==> src/design/drvpl_pkg.sv <==
// constants and types for drive profile, write lock and source selection
package drvpl_pkg;
  localparam int NUM_TERMS = 8;
  localparam int ROLE_W = 8;
  localparam int SRC_W = 2;
  localparam int NUM_SRCS = 4;
  localparam int BANK_W = 2;

  // terminal role codes (decimal 08, 17, 15, 31, 51)
  localparam logic [ROLE_W-1:0] ROLE_PROFILE2 = 8'h08;
  localparam logic [ROLE_W-1:0] ROLE_PROFILE3 = 8'h11;
  localparam logic [ROLE_W-1:0] ROLE_WRITE_LOCK = 8'h0f;
  localparam logic [ROLE_W-1:0] ROLE_PANEL_FORCE = 8'h1f;
  localparam logic [ROLE_W-1:0] ROLE_TERM_FORCE = 8'h33;

  // lock modes (decimal 00, 01, 02, 03, 10)
  localparam logic [ROLE_W-1:0] LOCK_INPUT_ALL = 8'h00;
  localparam logic [ROLE_W-1:0] LOCK_INPUT_FREQ = 8'h01;
  localparam logic [ROLE_W-1:0] LOCK_ALWAYS_ALL = 8'h02;
  localparam logic [ROLE_W-1:0] LOCK_ALWAYS_FREQ = 8'h03;
  localparam logic [ROLE_W-1:0] LOCK_RUN_CHANGE = 8'h0a;

  // command source codes
  localparam logic [SRC_W-1:0] SRC_TERMINAL = 2'h1;
  localparam logic [SRC_W-1:0] SRC_PANEL = 2'h2;
  localparam logic [SRC_W-1:0] SRC_RESET = 2'h1;

  // parameter copy index driven to the parameter store
  localparam logic [BANK_W-1:0] BANK_FIRST = 2'h0;
  localparam logic [BANK_W-1:0] BANK_SECOND = 2'h1;
  localparam logic [BANK_W-1:0] BANK_THIRD = 2'h2;

  typedef enum logic [2:0] {
    PROF_FIRST = 3'b001,
    PROF_SECOND = 3'b010,
    PROF_THIRD = 3'b100
  } drvpl_prof_t;
endpackage

==> src/design/drvpl_top.sv <==
// profile select, parameter write lock and command source forcing
// Functional notes
// - terminal with role code 08 selects the second motor profile
// - terminal with role code 17 selects the third motor profile
// - both select inputs on: second profile wins
// - active profile never changes while the motor runs
// - active profile steers parameter copy; some items lack a third copy
// - no output tells which profile is active
// - terminal with role code 15 is the write lock input
// - mode 00: lock input on rejects all writes but lock mode
// - mode 01: lock input on allows only lock mode and frequency items
// - mode 02: always reject writes except lock mode
// - mode 03: always allow only lock mode and frequency items
// - mode 10: only lock mode and items changeable during operation may be written
// - role code 31 input on forces both sources to panel keypad
// - no force input on: sources follow frequency and run choices
// - source change while operating cancels run command, stops output
// - terminal force lets terminal block operate when not selected
// - role code 51 input on forces both sources to terminal block unless role code 31 input is on
module drvpl_top
  import drvpl_pkg::*;
(
  // clock and reset
  input wire logic mclk,
  input wire logic rst_n,
  // input terminals and their role codes
  input wire logic [NUM_TERMS-1:0] term_pin,
  input wire logic [ROLE_W-1:0] terminal_role_codes [NUM_TERMS],
  // motor state
  input wire logic motor_running,
  input wire logic item_has_copy3,
  output logic [BANK_W-1:0] param_bank_r,
  // parameter write request
  input wire logic [ROLE_W-1:0] lock_mode_choice,
  input wire logic wr_req,
  input wire logic wr_is_lock_mode,
  input wire logic wr_is_freq_item,
  input wire logic wr_run_changeable,
  output logic wr_accept_r,
  output logic wr_reject_r,
  // command sources
  input wire logic [SRC_W-1:0] freq_source_choice,
  input wire logic [SRC_W-1:0] run_source_choice,
  input wire logic [NUM_SRCS-1:0] run_cmd_by_src,
  output logic [SRC_W-1:0] freq_src_r,
  output logic [SRC_W-1:0] run_src_r,
  output logic run_enable_r,
  output logic run_cancel_r
);

  function automatic logic role_hit(
    input logic [ROLE_W-1:0] codes [NUM_TERMS],
    input logic [NUM_TERMS-1:0] lvl,
    input logic [ROLE_W-1:0] code
  );
    logic hit;
    hit = 1'b0;
    for (int i = 0; i < NUM_TERMS; i++) begin
      if (codes[i] == code && lvl[i]) begin
        hit = 1'b1;
      end
    end
    return hit;
  endfunction

  function automatic logic write_ok(
    input logic [ROLE_W-1:0] mode,
    input logic lock_in,
    input logic is_lock,
    input logic is_freq,
    input logic is_runchg
  );
    logic ok;
    ok = 1'b1;
    if (!is_lock) begin
      unique case (mode)
        LOCK_INPUT_ALL: ok = !lock_in;
        LOCK_INPUT_FREQ: ok = !lock_in || is_freq;
        LOCK_ALWAYS_ALL: ok = 1'b0;
        LOCK_ALWAYS_FREQ: ok = is_freq;
        LOCK_RUN_CHANGE: ok = is_runchg;
        default: ok = 1'b1;
      endcase
    end
    return ok;
  endfunction

  function automatic logic [BANK_W-1:0] bank_of(
    input drvpl_prof_t prof,
    input logic has3
  );
    logic [BANK_W-1:0] b;
    b = BANK_FIRST;
    unique case (prof)
      PROF_FIRST: b = BANK_FIRST;
      PROF_SECOND: b = BANK_SECOND;
      PROF_THIRD: b = has3 ? BANK_THIRD : BANK_FIRST;
      default: b = BANK_FIRST;
    endcase
    return b;
  endfunction

  // three-stage terminal synchroniser, change taken when stages 2 and 3 agree
  logic [NUM_TERMS-1:0] term_s1_r;
  logic [NUM_TERMS-1:0] term_s2_r;
  logic [NUM_TERMS-1:0] term_s3_r;
  logic [NUM_TERMS-1:0] term_flt_r;
  logic [NUM_TERMS-1:0] term_agree;
  assign term_agree = ~(term_s2_r ^ term_s3_r);

  always_ff @(posedge mclk) begin
    if (!rst_n) begin
      term_s1_r <= '0;
      term_s2_r <= '0;
      term_s3_r <= '0;
      term_flt_r <= '0;
    end else begin
      term_s1_r <= term_pin;
      term_s2_r <= term_s1_r;
      term_s3_r <= term_s2_r;
      term_flt_r <= (term_s2_r & term_agree) | (term_flt_r & ~term_agree);
    end
  end

  // terminal role decode
  logic prof2_in;
  logic prof3_in;
  logic write_lock_input;
  logic panel_force_input;
  logic terminal_force_input;
  always_comb begin
    prof2_in = role_hit(terminal_role_codes, term_flt_r,
                        ROLE_PROFILE2);
    prof3_in = role_hit(terminal_role_codes, term_flt_r,
                        ROLE_PROFILE3);
    write_lock_input = role_hit(terminal_role_codes, term_flt_r,
                                ROLE_WRITE_LOCK);
    panel_force_input = role_hit(terminal_role_codes, term_flt_r,
                                 ROLE_PANEL_FORCE);
    terminal_force_input = role_hit(terminal_role_codes, term_flt_r,
                                    ROLE_TERM_FORCE);
  end

  // profile selection, latched only at standstill
  drvpl_prof_t prof_sel;
  drvpl_prof_t active_prof_r;
  always_comb begin
    if (prof2_in) begin
      prof_sel = PROF_SECOND;
    end else if (prof3_in) begin
      prof_sel = PROF_THIRD;
    end else begin
      prof_sel = PROF_FIRST;
    end
  end

  // pending selection is simply prof_sel, sampled once running drops
  always_ff @(posedge mclk) begin
    if (!rst_n) begin
      active_prof_r <= PROF_FIRST;
    end else if (!motor_running) begin
      active_prof_r <= prof_sel;
    end
  end

  // bank index only steers the store, no profile indicator is driven
  always_ff @(posedge mclk) begin
    if (!rst_n) begin
      param_bank_r <= BANK_FIRST;
    end else begin
      param_bank_r <= bank_of(active_prof_r, item_has_copy3);
    end
  end

  // write lock check, answer one cycle after the request
  logic wr_ok;
  assign wr_ok = write_ok(lock_mode_choice, write_lock_input,
                          wr_is_lock_mode, wr_is_freq_item,
                          wr_run_changeable);

  always_ff @(posedge mclk) begin
    if (!rst_n) begin
      wr_accept_r <= 1'b0;
      wr_reject_r <= 1'b0;
    end else begin
      wr_accept_r <= wr_req && wr_ok;
      wr_reject_r <= wr_req && !wr_ok;
    end
  end

  // command source selection
  logic [SRC_W-1:0] freq_src_nxt;
  logic [SRC_W-1:0] run_src_nxt;
  logic src_change;
  logic cancel_nxt;
  always_comb begin
    if (panel_force_input) begin
      freq_src_nxt = SRC_PANEL;
      run_src_nxt = SRC_PANEL;
    end else if (terminal_force_input) begin
      freq_src_nxt = SRC_TERMINAL;
      run_src_nxt = SRC_TERMINAL;
    end else begin
      freq_src_nxt = freq_source_choice;
      run_src_nxt = run_source_choice;
    end
  end

  assign src_change = (freq_src_nxt != freq_src_r) ||
                      (run_src_nxt != run_src_r);
  // cancel held until every source releases its run command; set wins
  always_comb begin
    cancel_nxt = run_cancel_r;
    if (run_cancel_r && run_cmd_by_src == '0) begin
      cancel_nxt = 1'b0;
    end
    if (src_change && (motor_running || run_enable_r)) begin
      cancel_nxt = 1'b1;
    end
  end

  always_ff @(posedge mclk) begin
    if (!rst_n) begin
      freq_src_r <= SRC_RESET;
      run_src_r <= SRC_RESET;
    end else begin
      freq_src_r <= freq_src_nxt;
      run_src_r <= run_src_nxt;
    end
  end

  always_ff @(posedge mclk) begin
    if (!rst_n) begin
      run_cancel_r <= 1'b0;
      run_enable_r <= 1'b0;
    end else begin
      run_cancel_r <= cancel_nxt;
      run_enable_r <= run_cmd_by_src[run_src_nxt] && !cancel_nxt;
    end
  end

  // checks
  property p_prof_hold;
    @(posedge mclk) disable iff (!rst_n)
    motor_running |=> active_prof_r == $past(active_prof_r);
  endproperty
  a_prof_hold: assert property (p_prof_hold)
    else $error("profile changed while running");

  property p_prof_apply;
    @(posedge mclk) disable iff (!rst_n)
    !motor_running |=> active_prof_r == $past(prof_sel);
  endproperty
  a_prof_apply: assert property (p_prof_apply)
    else $error("pending profile not applied at standstill");

  property p_prof_prio;
    @(posedge mclk) disable iff (!rst_n)
    prof2_in && prof3_in && !motor_running |=> active_prof_r == PROF_SECOND;
  endproperty
  a_prof_prio: assert property (p_prof_prio)
    else $error("second profile lost priority");

  property p_prof_default;
    @(posedge mclk) disable iff (!rst_n)
    !prof2_in && !prof3_in && !motor_running ##1 !motor_running
      |=> param_bank_r == BANK_FIRST;
  endproperty
  a_prof_default: assert property (p_prof_default)
    else $error("first profile not used");

  property p_lock_item;
    @(posedge mclk) disable iff (!rst_n)
    wr_req && wr_is_lock_mode |=> wr_accept_r && !wr_reject_r;
  endproperty
  a_lock_item: assert property (p_lock_item)
    else $error("lock mode write rejected");

  property p_mode0_open;
    @(posedge mclk) disable iff (!rst_n)
    wr_req && lock_mode_choice == LOCK_INPUT_ALL && !write_lock_input
      |=> wr_accept_r;
  endproperty
  a_mode0_open: assert property (p_mode0_open)
    else $error("mode 00 rejected with lock input off");

  property p_mode1_lock;
    @(posedge mclk) disable iff (!rst_n)
    wr_req && lock_mode_choice == LOCK_INPUT_FREQ && write_lock_input &&
      !wr_is_lock_mode && !wr_is_freq_item |=> wr_reject_r;
  endproperty
  a_mode1_lock: assert property (p_mode1_lock)
    else $error("mode 01 accepted locked item");

  property p_mode2;
    @(posedge mclk) disable iff (!rst_n)
    wr_req && lock_mode_choice == LOCK_ALWAYS_ALL && !wr_is_lock_mode
      |=> wr_reject_r;
  endproperty
  a_mode2: assert property (p_mode2)
    else $error("mode 02 accepted a write");

  property p_mode3;
    @(posedge mclk) disable iff (!rst_n)
    wr_req && lock_mode_choice == LOCK_ALWAYS_FREQ
      |=> wr_accept_r == $past(wr_is_freq_item || wr_is_lock_mode);
  endproperty
  a_mode3: assert property (p_mode3)
    else $error("mode 03 decision wrong");

  property p_mode10;
    @(posedge mclk) disable iff (!rst_n)
    wr_req && lock_mode_choice == LOCK_RUN_CHANGE && !wr_is_lock_mode
      |=> wr_reject_r == $past(!wr_run_changeable);
  endproperty
  a_mode10: assert property (p_mode10)
    else $error("mode 10 decision wrong");

  property p_panel;
    @(posedge mclk) disable iff (!rst_n)
    panel_force_input |=> freq_src_r == SRC_PANEL && run_src_r == SRC_PANEL;
  endproperty
  a_panel: assert property (p_panel)
    else $error("panel force not applied");

  property p_terminal;
    @(posedge mclk) disable iff (!rst_n)
    terminal_force_input && !panel_force_input
      |=> freq_src_r == SRC_TERMINAL && run_src_r == SRC_TERMINAL;
  endproperty
  a_terminal: assert property (p_terminal)
    else $error("terminal force not applied");

  property p_choice;
    @(posedge mclk) disable iff (!rst_n)
    !terminal_force_input && !panel_force_input
      |=> freq_src_r == $past(freq_source_choice) &&
          run_src_r == $past(run_source_choice);
  endproperty
  a_choice: assert property (p_choice)
    else $error("source choice not followed");

  property p_cancel;
    @(posedge mclk) disable iff (!rst_n)
    src_change && motor_running |=> run_cancel_r && !run_enable_r;
  endproperty
  a_cancel: assert property (p_cancel)
    else $error("source change did not cancel run");

  property p_cancel_gate;
    @(posedge mclk) disable iff (!rst_n)
    run_cancel_r |-> !run_enable_r;
  endproperty
  a_cancel_gate: assert property (p_cancel_gate)
    else $error("run enabled while cancelled");

  c_pending: cover property (@(posedge mclk) disable iff (!rst_n)
    motor_running && prof_sel != active_prof_r ##1 !motor_running
      ##1 active_prof_r == $past(prof_sel));
  c_cancel: cover property (@(posedge mclk) disable iff (!rst_n)
    run_cancel_r ##1 !run_cancel_r ##[1:20] run_enable_r);
  c_reject: cover property (@(posedge mclk) disable iff (!rst_n)
    wr_reject_r);
  c_third: cover property (@(posedge mclk) disable iff (!rst_n)
    param_bank_r == BANK_THIRD);
endmodule

==> config.mk <==
export PLATFORM = sky130hd
export DESIGN_NAME = drvpl_top
export DESIGN_NICKNAME = d
export VERILOG_FILES = /design/src/design/drvpl_pkg.sv /design/src/design/drvpl_top.sv
export SDC_FILE = /design/constraint.sdc
export NUM_CORES = 1
export LEC_CHECK = 0
export ABC_CLOCK_PERIOD_IN_PS = 2300
export BUFFER_PORTS_ARGS = -buffer_cell sky130_fd_sc_hd__buf_2
export CORE_ASPECT_RATIO = 1.4
export CORE_UTILIZATION = 42
export CTS_CLUSTER_SIZE = 24
export DETAILED_ROUTE_END_ITERATION = 10
export GPL_ROUTABILITY_DRIVEN = 0
export GPL_TIMING_DRIVEN = 0
export PLACE_DENSITY = 0.76
export REMOVE_ABC_BUFFERS = 1
export SLEW_MARGIN = 20
export SYNTH_ARGS = -nofsm -noshare
export SYNTH_HDL_FRONTEND = slang
export SYNTH_SLANG_ARGS = --single-unit
==> constraint.sdc <==
create_clock -name mclk -period 2.3 [get_ports mclk]
set_input_delay 0.46 -clock mclk [delete_from_list [all_inputs] [get_ports mclk]]
set_output_delay 0.46 -clock mclk [all_outputs]
set_load 0.02 [all_outputs]
==> impl_metrics.yaml, run 1 <==
timing:
  finalClockSkew_ps: 4.48
  min_period_over_period_pct: 97.4
  report.final.slew_viol_count: 0
  hold_violations: 0
  max_freq_mhz: 446
  number_of_endpoints_failing_setup_at_the_final_stage: 0
  relative_slew_margins_pct: 55.4
  worst_pin_slew_ps: 663
  fin_crit_ps: 2240
setup_path:
  worst-endpoint-arrival_ps: 2440
  critical_path_capture_point_type: "flip-flop"
  worstPathCellList: "or3b_4, or4b_4, nand4_1, or4_4, buf_6, buf_6, nor2_1, o31a_1, o221ai_2, and2_1"
  path_delay_family: "simple AND/OR/NAND/NOR gates"
  cp-start-kind: "flip-flop"
  cpPeakStageDelay_ps: 540
  worstPathBufferInverterCount: 2
  cp_data_required_time_ps: 2500
  timing.critical_path.slowest_stage_cell: "sky130_fd_sc_hd__or4_4"
  timing_worst_setup_path_type: "reg -> reg"
  crit_path_frequent_cell: "sky130_fd_sc_hd__buf_6"
  crit_fanout: 4
floorplanning:
  chipWidth_um: 65.0
  num_io_pins: 106
  initial_core_utilization_pct: 44.3
  design.core.area_sq_um: 5280
  die_height_um: 90.2
  design.die.area_sq_um: 5870
  num_rows: 31
finish:
  layout_cells_sized_above_1_pct: 35.2
  antenna_fix_cells: 0
  syn2layout_area_growth_pct: 31.6
  num-nets-final: 479
  final_core_util_pct: 58.2
  fillers: 513
power_and_ir_drop:
  power_per_cell_area_nw_per_um2: 488
  ir_drop_v: 0.000369
  clock_power_share_pct: 30.8
  share_seq_of_total_power_pct: 54.5
  net_sw_power_mw: 0.374
  power.share.switching_pct: 24.9
  p_total_mw: 1.50
  comb_power_share_pct: 14.6
  p_int_mw: 1.13
  static-leakage-power_nw: 1.27
clocking:
  cts-htree-levels: 2
  cts-buffers-inserted: 5
  path_clk_slew_ps: 80
  clock_insertion_delay_worst_skew_ps: 300
  cts_tree: "done"
  cts_hold_repair.buffers: 0
  cts_sinks: 45
  max-clock-path-buffers: 2
  clk_root_buffer_cell: "sky130_fd_sc_hd__clkbuf_8"
placed_design:
  placement.io_buffers: 105
  detailedPlacementHpwl_mm: 4.77
routing:
  via_count: 2498
  post-route-drc-count: 0
  drt_first_pass_iters: 4
  ant_nets: 0
  drt-vias-per-instance: 5.55
  route.detailed.wl_per_inst_um: 13.6
  drt-total-wl_mm: 6.12
  drt-initial-drc-count: 119
worst_hold_path:
  worstHoldPathType: "in -> reg"
logic_synthesis:
  synth_top_cell_by_area: "sky130_fd_sc_hd__dfxtp_1"
  yosysWarnings: 0
  postSynth.topFlopCell: "sky130_fd_sc_hd__dfxtp_1"
  synth_edf_count: 0
  post-synth-top-count-cell: "sky130_fd_sc_hd__dfxtp_1"
  yosysSeqAreaShare_pct: 38.6
  post_synth_inst_count: 269
  ys_async_sr_fraction_pct: 0
  syn_area_per_cell_sq_um: 8.68
  synth_area_sq_um: 2330
  area_share_of_the_largest_cell_type_after_synthesis_pct: 38.6
  yosys_register_bits: 45
  synthDistinctLibCells: 46
  largest_cells_by_area_after_synthesis: "sky130_fd_sc_hd__dfxtp_1 39%, sky130_fd_sc_hd__and2_1 7.5%, sky130_fd_sc_hd__nand4_1 3.8%"
  netlist_top_cells_count: "45 x sky130_fd_sc_hd__dfxtp_1, 28 x sky130_fd_sc_hd__and2_1, 16 x sky130_fd_sc_hd__nand2_1"
global_route:
  wire_length_of_the_first_global_routing_pass_mm: 9.74
  grt_pass1_vias: 2221
  largest_net_degree_at_the_start_of_global_routing: 45
  grt_usage_pct: 21.1
  globalRoute.totalOverflow: 0
  grt_antenna_before_repair: 0
outcome:
  outcome: "finished clean"
run:
  maxCapViolCount: 0
-- worst paths after layout --
| path | startpoint | endpoint | slack (ps) | cells past startpoint |
|---|---|---|---|---|
| max | flip-flop | run_cancel_r$_SDFF_PN0_ | 60 | 10 |
| min | term_pin[2] | term_s1_r[2]$_SDFF_PN0_ | 360 | 2 |
| max reg2reg | flip-flop | run_cancel_r$_SDFF_PN0_ | 60 | 10 |
| min reg2reg | term_s1_r[7]$_SDFF_PN0_ | term_s2_r[7]$_SDFF_PN0_ | 440 | 1 |
-- cell families (layout without fill, tap and decap cells) --
kind of cell | count (synthesis) | in the layout | share of synthesized area [%]
buffers and inverters | 10 | 125 | 2.09
AND/OR/NAND/NOR | 169 | 169 | 46.0
flip-flops | 45 | 45 | 38.6
AO/OA/AOI/OAI | 43 | 43 | 12.4
multiplexers | 2 | 2 | 0.857
-- timing repair --
action,CTS,global route
pin swaps,2,3
setup buffers,6,1
gates resized for setup,2,6
setup endpoints to repair,1,2
-- cells in the final DEF (no fill, tap or decap), types with 3 or more instances in the layout --
master,instances
sky130_fd_sc_hd__buf_2,105
sky130_fd_sc_hd__dfxtp_1,43
sky130_fd_sc_hd__and2_1,28
sky130_fd_sc_hd__nand2_1,16
sky130_fd_sc_hd__nor2_1,15
sky130_fd_sc_hd__nand4_1,14
sky130_fd_sc_hd__o21ai_0,12
sky130_fd_sc_hd__nand3_1,12
sky130_fd_sc_hd__nor3_1,11
sky130_fd_sc_hd__a21boi_0,9
sky130_fd_sc_hd__nand3b_1,9
sky130_fd_sc_hd__nor4_1,9
sky130_fd_sc_hd__nor4b_1,7
sky130_fd_sc_hd__nand4b_1,7
sky130_fd_sc_hd__nor2b_1,7
sky130_fd_sc_hd__nand2b_1,5
sky130_fd_sc_hd__inv_1,5
sky130_fd_sc_hd__a21oi_1,5
sky130_fd_sc_hd__clkbuf_8,5
sky130_fd_sc_hd__buf_4,5
sky130_fd_sc_hd__nor3b_1,4
sky130_fd_sc_hd__or4_1,4
sky130_fd_sc_hd__or4b_2,3
sky130_fd_sc_hd__a31oi_1,3
sky130_fd_sc_hd__nor4bb_1,3
sky130_fd_sc_hd__o22ai_1,3
-- routing by layer --
layer	part of all wire [%]	GRT usage [%]	routed length, um
met1	41	25.2	2500
met2	52	37.2	3150
met4	1.4	6.70	85
met5	0	0	0
met3	6.2	3.81	378
-- power groups by stage --
| stage | combinational (mW) | clock (mW) | sequential, mW |
|---|---|---|---|
| floorplan | 0.0720 | 0 | 0.842 |
| global placement | 0.209 | 0 | 0.835 |
| detailed placement | 0.216 | 0 | 0.836 |
| CTS | 0.217 | 0.479 | 0.818 |
| global route | 0.243 | 0.506 | 0.821 |
| finish | 0.220 | 0.462 | 0.818 |
-- area by class of cell --
| type | instances | area [sq um] | area share [%] |
|---|---|---|---|
| Tap cell | 66 | 82.6 | 2.69 |
| Inverter | 5 | 18.8 | 0.611 |
| Timing Repair Buffer | 112 | 586 | 19.1 |
| Sequential cell | 45 | 903 | 29.4 |
| Clock buffer | 6 | 72.6 | 2.36 |
| Multi-Input combinational cell | 214 | 1400 | 45.5 |
| Clock inverter | 2 | 10.0 | 0.326 |
-- per-stage QoR --
stage | area (sq um) | hold slack (ps) | TNS [ps] | instances | worst slack (ps)
after floorplan | 2300 | 406 | 0 | 264 | 47.4
after global placement | 2910 | 413 | -476 | 435 | -290
after detailed placement | 2910 | 420 | -487 | 435 | -296
after CTS | 3050 | 354 | 0 | 449 | 4.77
after global routing | 3070 | 356 | -10.6 | 450 | -10.6
final | 3070 | 364 | 0 | 450 | 59.7
No activity file was read; power rests on OpenSTA's default activity.
==> run 2, diff against run 1 <==
--- a/config.mk
+++ b/config.mk
@@ -8,14 +8,16 @@
 export ABC_CLOCK_PERIOD_IN_PS = 2300
 export BUFFER_PORTS_ARGS = -buffer_cell sky130_fd_sc_hd__buf_2
 export CORE_ASPECT_RATIO = 1.4
-export CORE_UTILIZATION = 42
+export CORE_UTILIZATION = 30
 export CTS_CLUSTER_SIZE = 24
 export DETAILED_ROUTE_END_ITERATION = 10
 export GPL_ROUTABILITY_DRIVEN = 0
 export GPL_TIMING_DRIVEN = 0
-export PLACE_DENSITY = 0.76
+export PLACE_DENSITY = 0.57
 export REMOVE_ABC_BUFFERS = 1
+export SKIP_LAST_GASP = 1
 export SLEW_MARGIN = 20
 export SYNTH_ARGS = -nofsm -noshare
 export SYNTH_HDL_FRONTEND = slang
 export SYNTH_SLANG_ARGS = --single-unit
+export TNS_END_PERCENT = 5
==> run 2 against run 1 <==
First-iteration DRC count fell by 42%. Global-route usage is 4.5 points lower. Final area grew 1.5%. Critical path depth decreased by 2. Register-to-register slack got worse by 40 ps. Power up 16%. Largest cell class unchanged. Largest power group unchanged.
==> impl_metrics.yaml, run 2 (same netlist as run 1, synthesis figures left out) <==
outcome:
  outcome: "finished clean"
global_route:
  grt_pass1_vias: 2274
  grt_antenna_before_repair: 0
  grt_usage_pct: 16.6
  globalRoute.totalOverflow: 0
  wire_length_of_the_first_global_routing_pass_mm: 10.7
  largest_net_degree_at_the_start_of_global_routing: 45
floorplanning:
  num_io_pins: 106
  design.core.area_sq_um: 7450
  design.die.area_sq_um: 8140
  num_rows: 37
  chipWidth_um: 76.6
  initial_core_utilization_pct: 31.3
  die_height_um: 106
routing:
  post-route-drc-count: 0
  drt-vias-per-instance: 5.24
  wl_met3_um: 389
  via_count: 2489
  length_of_routed_met2_wiring_mm: 3.23
  route.detailed.wl_per_inst_um: 13.9
  dr.max_layer_used: "met4"
  drt-initial-drc-count: 69
  drt_first_pass_iters: 4
  ant_nets: 0
  m1WireLength_mm: 2.87
  drt-total-wl_mm: 6.58
setup_path:
  timing_worst_setup_path_type: "reg -> reg"
  r2r-end: "run_cancel_r$_SDFF_PN0_"
  timing.critical_path.slowest_stage_cell: "sky130_fd_sc_hd__or4b_4"
  setup.worst_path.end: "run_cancel_r$_SDFF_PN0_"
  cpPeakStageDelay_ps: 530
  crit_fanout: 4
  cp-start-kind: "flip-flop"
  critical_path_capture_point_type: "flip-flop"
  worst_r2r_path_depth: 8
  worst-endpoint-arrival_ps: 2470
  cp_data_required_time_ps: 2500
  timing.reg2reg.setup_slack_ps: 20
  worstPathCellList: "or3b_4, or4b_4, nand4_1, or4_4, a21oi_1, o32ai_2, o221ai_2, and2_1"
clocking:
  cts-buffers-inserted: 5
  clk_root_buffer_cell: "sky130_fd_sc_hd__clkbuf_8"
  cts_sinks: 45
  cts-htree-levels: 2
  path_clk_slew_ps: 90
  cts_hold_repair.buffers: 0
  cts_tree: "done"
  max-clock-path-buffers: 2
  clock_insertion_delay_worst_skew_ps: 290
placed_design:
  placement.io_buffers: 105
  dp.cells: 466
  detailedPlacementHpwl_mm: 5.24
timing:
  relative_slew_margins_pct: 56.9
  grt_setup_unrepaired: "true"
  max_freq_mhz: 439
  report.final.slew_viol_count: 0
  min_period_over_period_pct: 98.9
  worst_pin_slew_ps: 646
  number_of_endpoints_failing_setup_at_the_final_stage: 0
  fin_crit_ps: 2280
  hold_violations: 0
  timing.hold.ws_ps: 367
  finalClockSkew_ps: 8.06
finish:
  num-nets-final: 473
  antenna_fix_cells: 0
  post_layout_cell_count: 475
  syn2layout_area_growth_pct: 33.5
  layout.cells.most_common_list: "105 x sky130_fd_sc_hd__buf_2, 44 x sky130_fd_sc_hd__dfxtp_1, 28 x sky130_fd_sc_hd__and2_1, 16 x sky130_fd_sc_hd__nand2_1, 15 x sky130_fd_sc_hd__nor2_1"
  final_common_cell: "sky130_fd_sc_hd__buf_2"
  layout_cells_sized_above_1_pct: 34.4
power_and_ir_drop:
  power_per_cell_area_nw_per_um2: 558
  ir_drop_v: 0.000329
  static-leakage-power_nw: 1.26
worst_hold_path:
  worstHoldStart: "term_pin[1]"
  worstHoldPathType: "in -> reg"
run:
  maxCapViolCount: 0
## run 2: area by class of cell
cell class                 instances  area, sq um
clock inverter                     3         65.1
tap                               97          121
clock buffer                       5         68.8
inverter                           5         18.8
fill                             820         4340
timing repair buffer             106          537
sequential                        45          902
multi-input combinational        214         1410
## run 2: power by group
| part | leakage, nW | internal, mW | switching, mW |
|---|---|---|---|
| combinational | 0.823 | 0.111 | 0.110 |
| sequential | 0.369 | 0.805 | 0.0136 |
| clock | 0.0681 | 0.432 | 0.270 |
## run 2: metal layers
| layer | up-vias | global-route usage, % |
|---|---|---|
| met4 | 0 | 5.08 |
| met1 | 1155 | 20.5 |
| li1 | 1242 | - |
| met5 | - | 0 |
| met2 | 85 | 28.5 |
| met3 | 7 | 3.61 |
## run 2: worst min-delay path by stage
stage,cells after the start,endpoint,slack (ps)
floorplan,1,term_s2_r[3]$_SDFF_PN0_,410
global placement,1,term_s2_r[3]$_SDFF_PN0_,410
detailed placement,1,term_s2_r[3]$_SDFF_PN0_,420
CTS,2,term_s1_r[3]$_SDFF_PN0_,360
global route,2,term_s1_r[4]$_SDFF_PN0_,360
finish,2,term_s1_r[1]$_SDFF_PN0_,370
## run 2: timing repair
action | 4_1_cts | 5_1_grt
resized for setup | 2 | 4
cloned | 0 | 0
pin swaps | 3 | 3
setup endpoints to repair | 2 | 2
setup buffers | 1 | 0
## run 2: critical path, delay by kind of cell, from the launching register on
kind / cells / cell delay (ps)
simple gates: 5 / 1380
compound gates: 3 / 470
flops: 1 / 340
## run 2: metrics by stage
stage / power [mW] / setup TNS, ps / util [%] / setup slack (ps) / cell area, sq um
2_1_floorplan: 0.914 / 0 / - / 47.4 / 2300
3_3_place_gp: 1.05 / -466 / 39.6 / -291 / 2950
3_5_place_dp: 1.06 / -572 / 39.6 / -339 / 2950
4_1_cts: 1.76 / -51.6 / 41.6 / -46.5 / 3100
5_1_grt: 1.82 / -110 / 41.8 / -80.4 / 3120
6_report: 1.74 / 0 / 41.8 / 24.3 / 3120
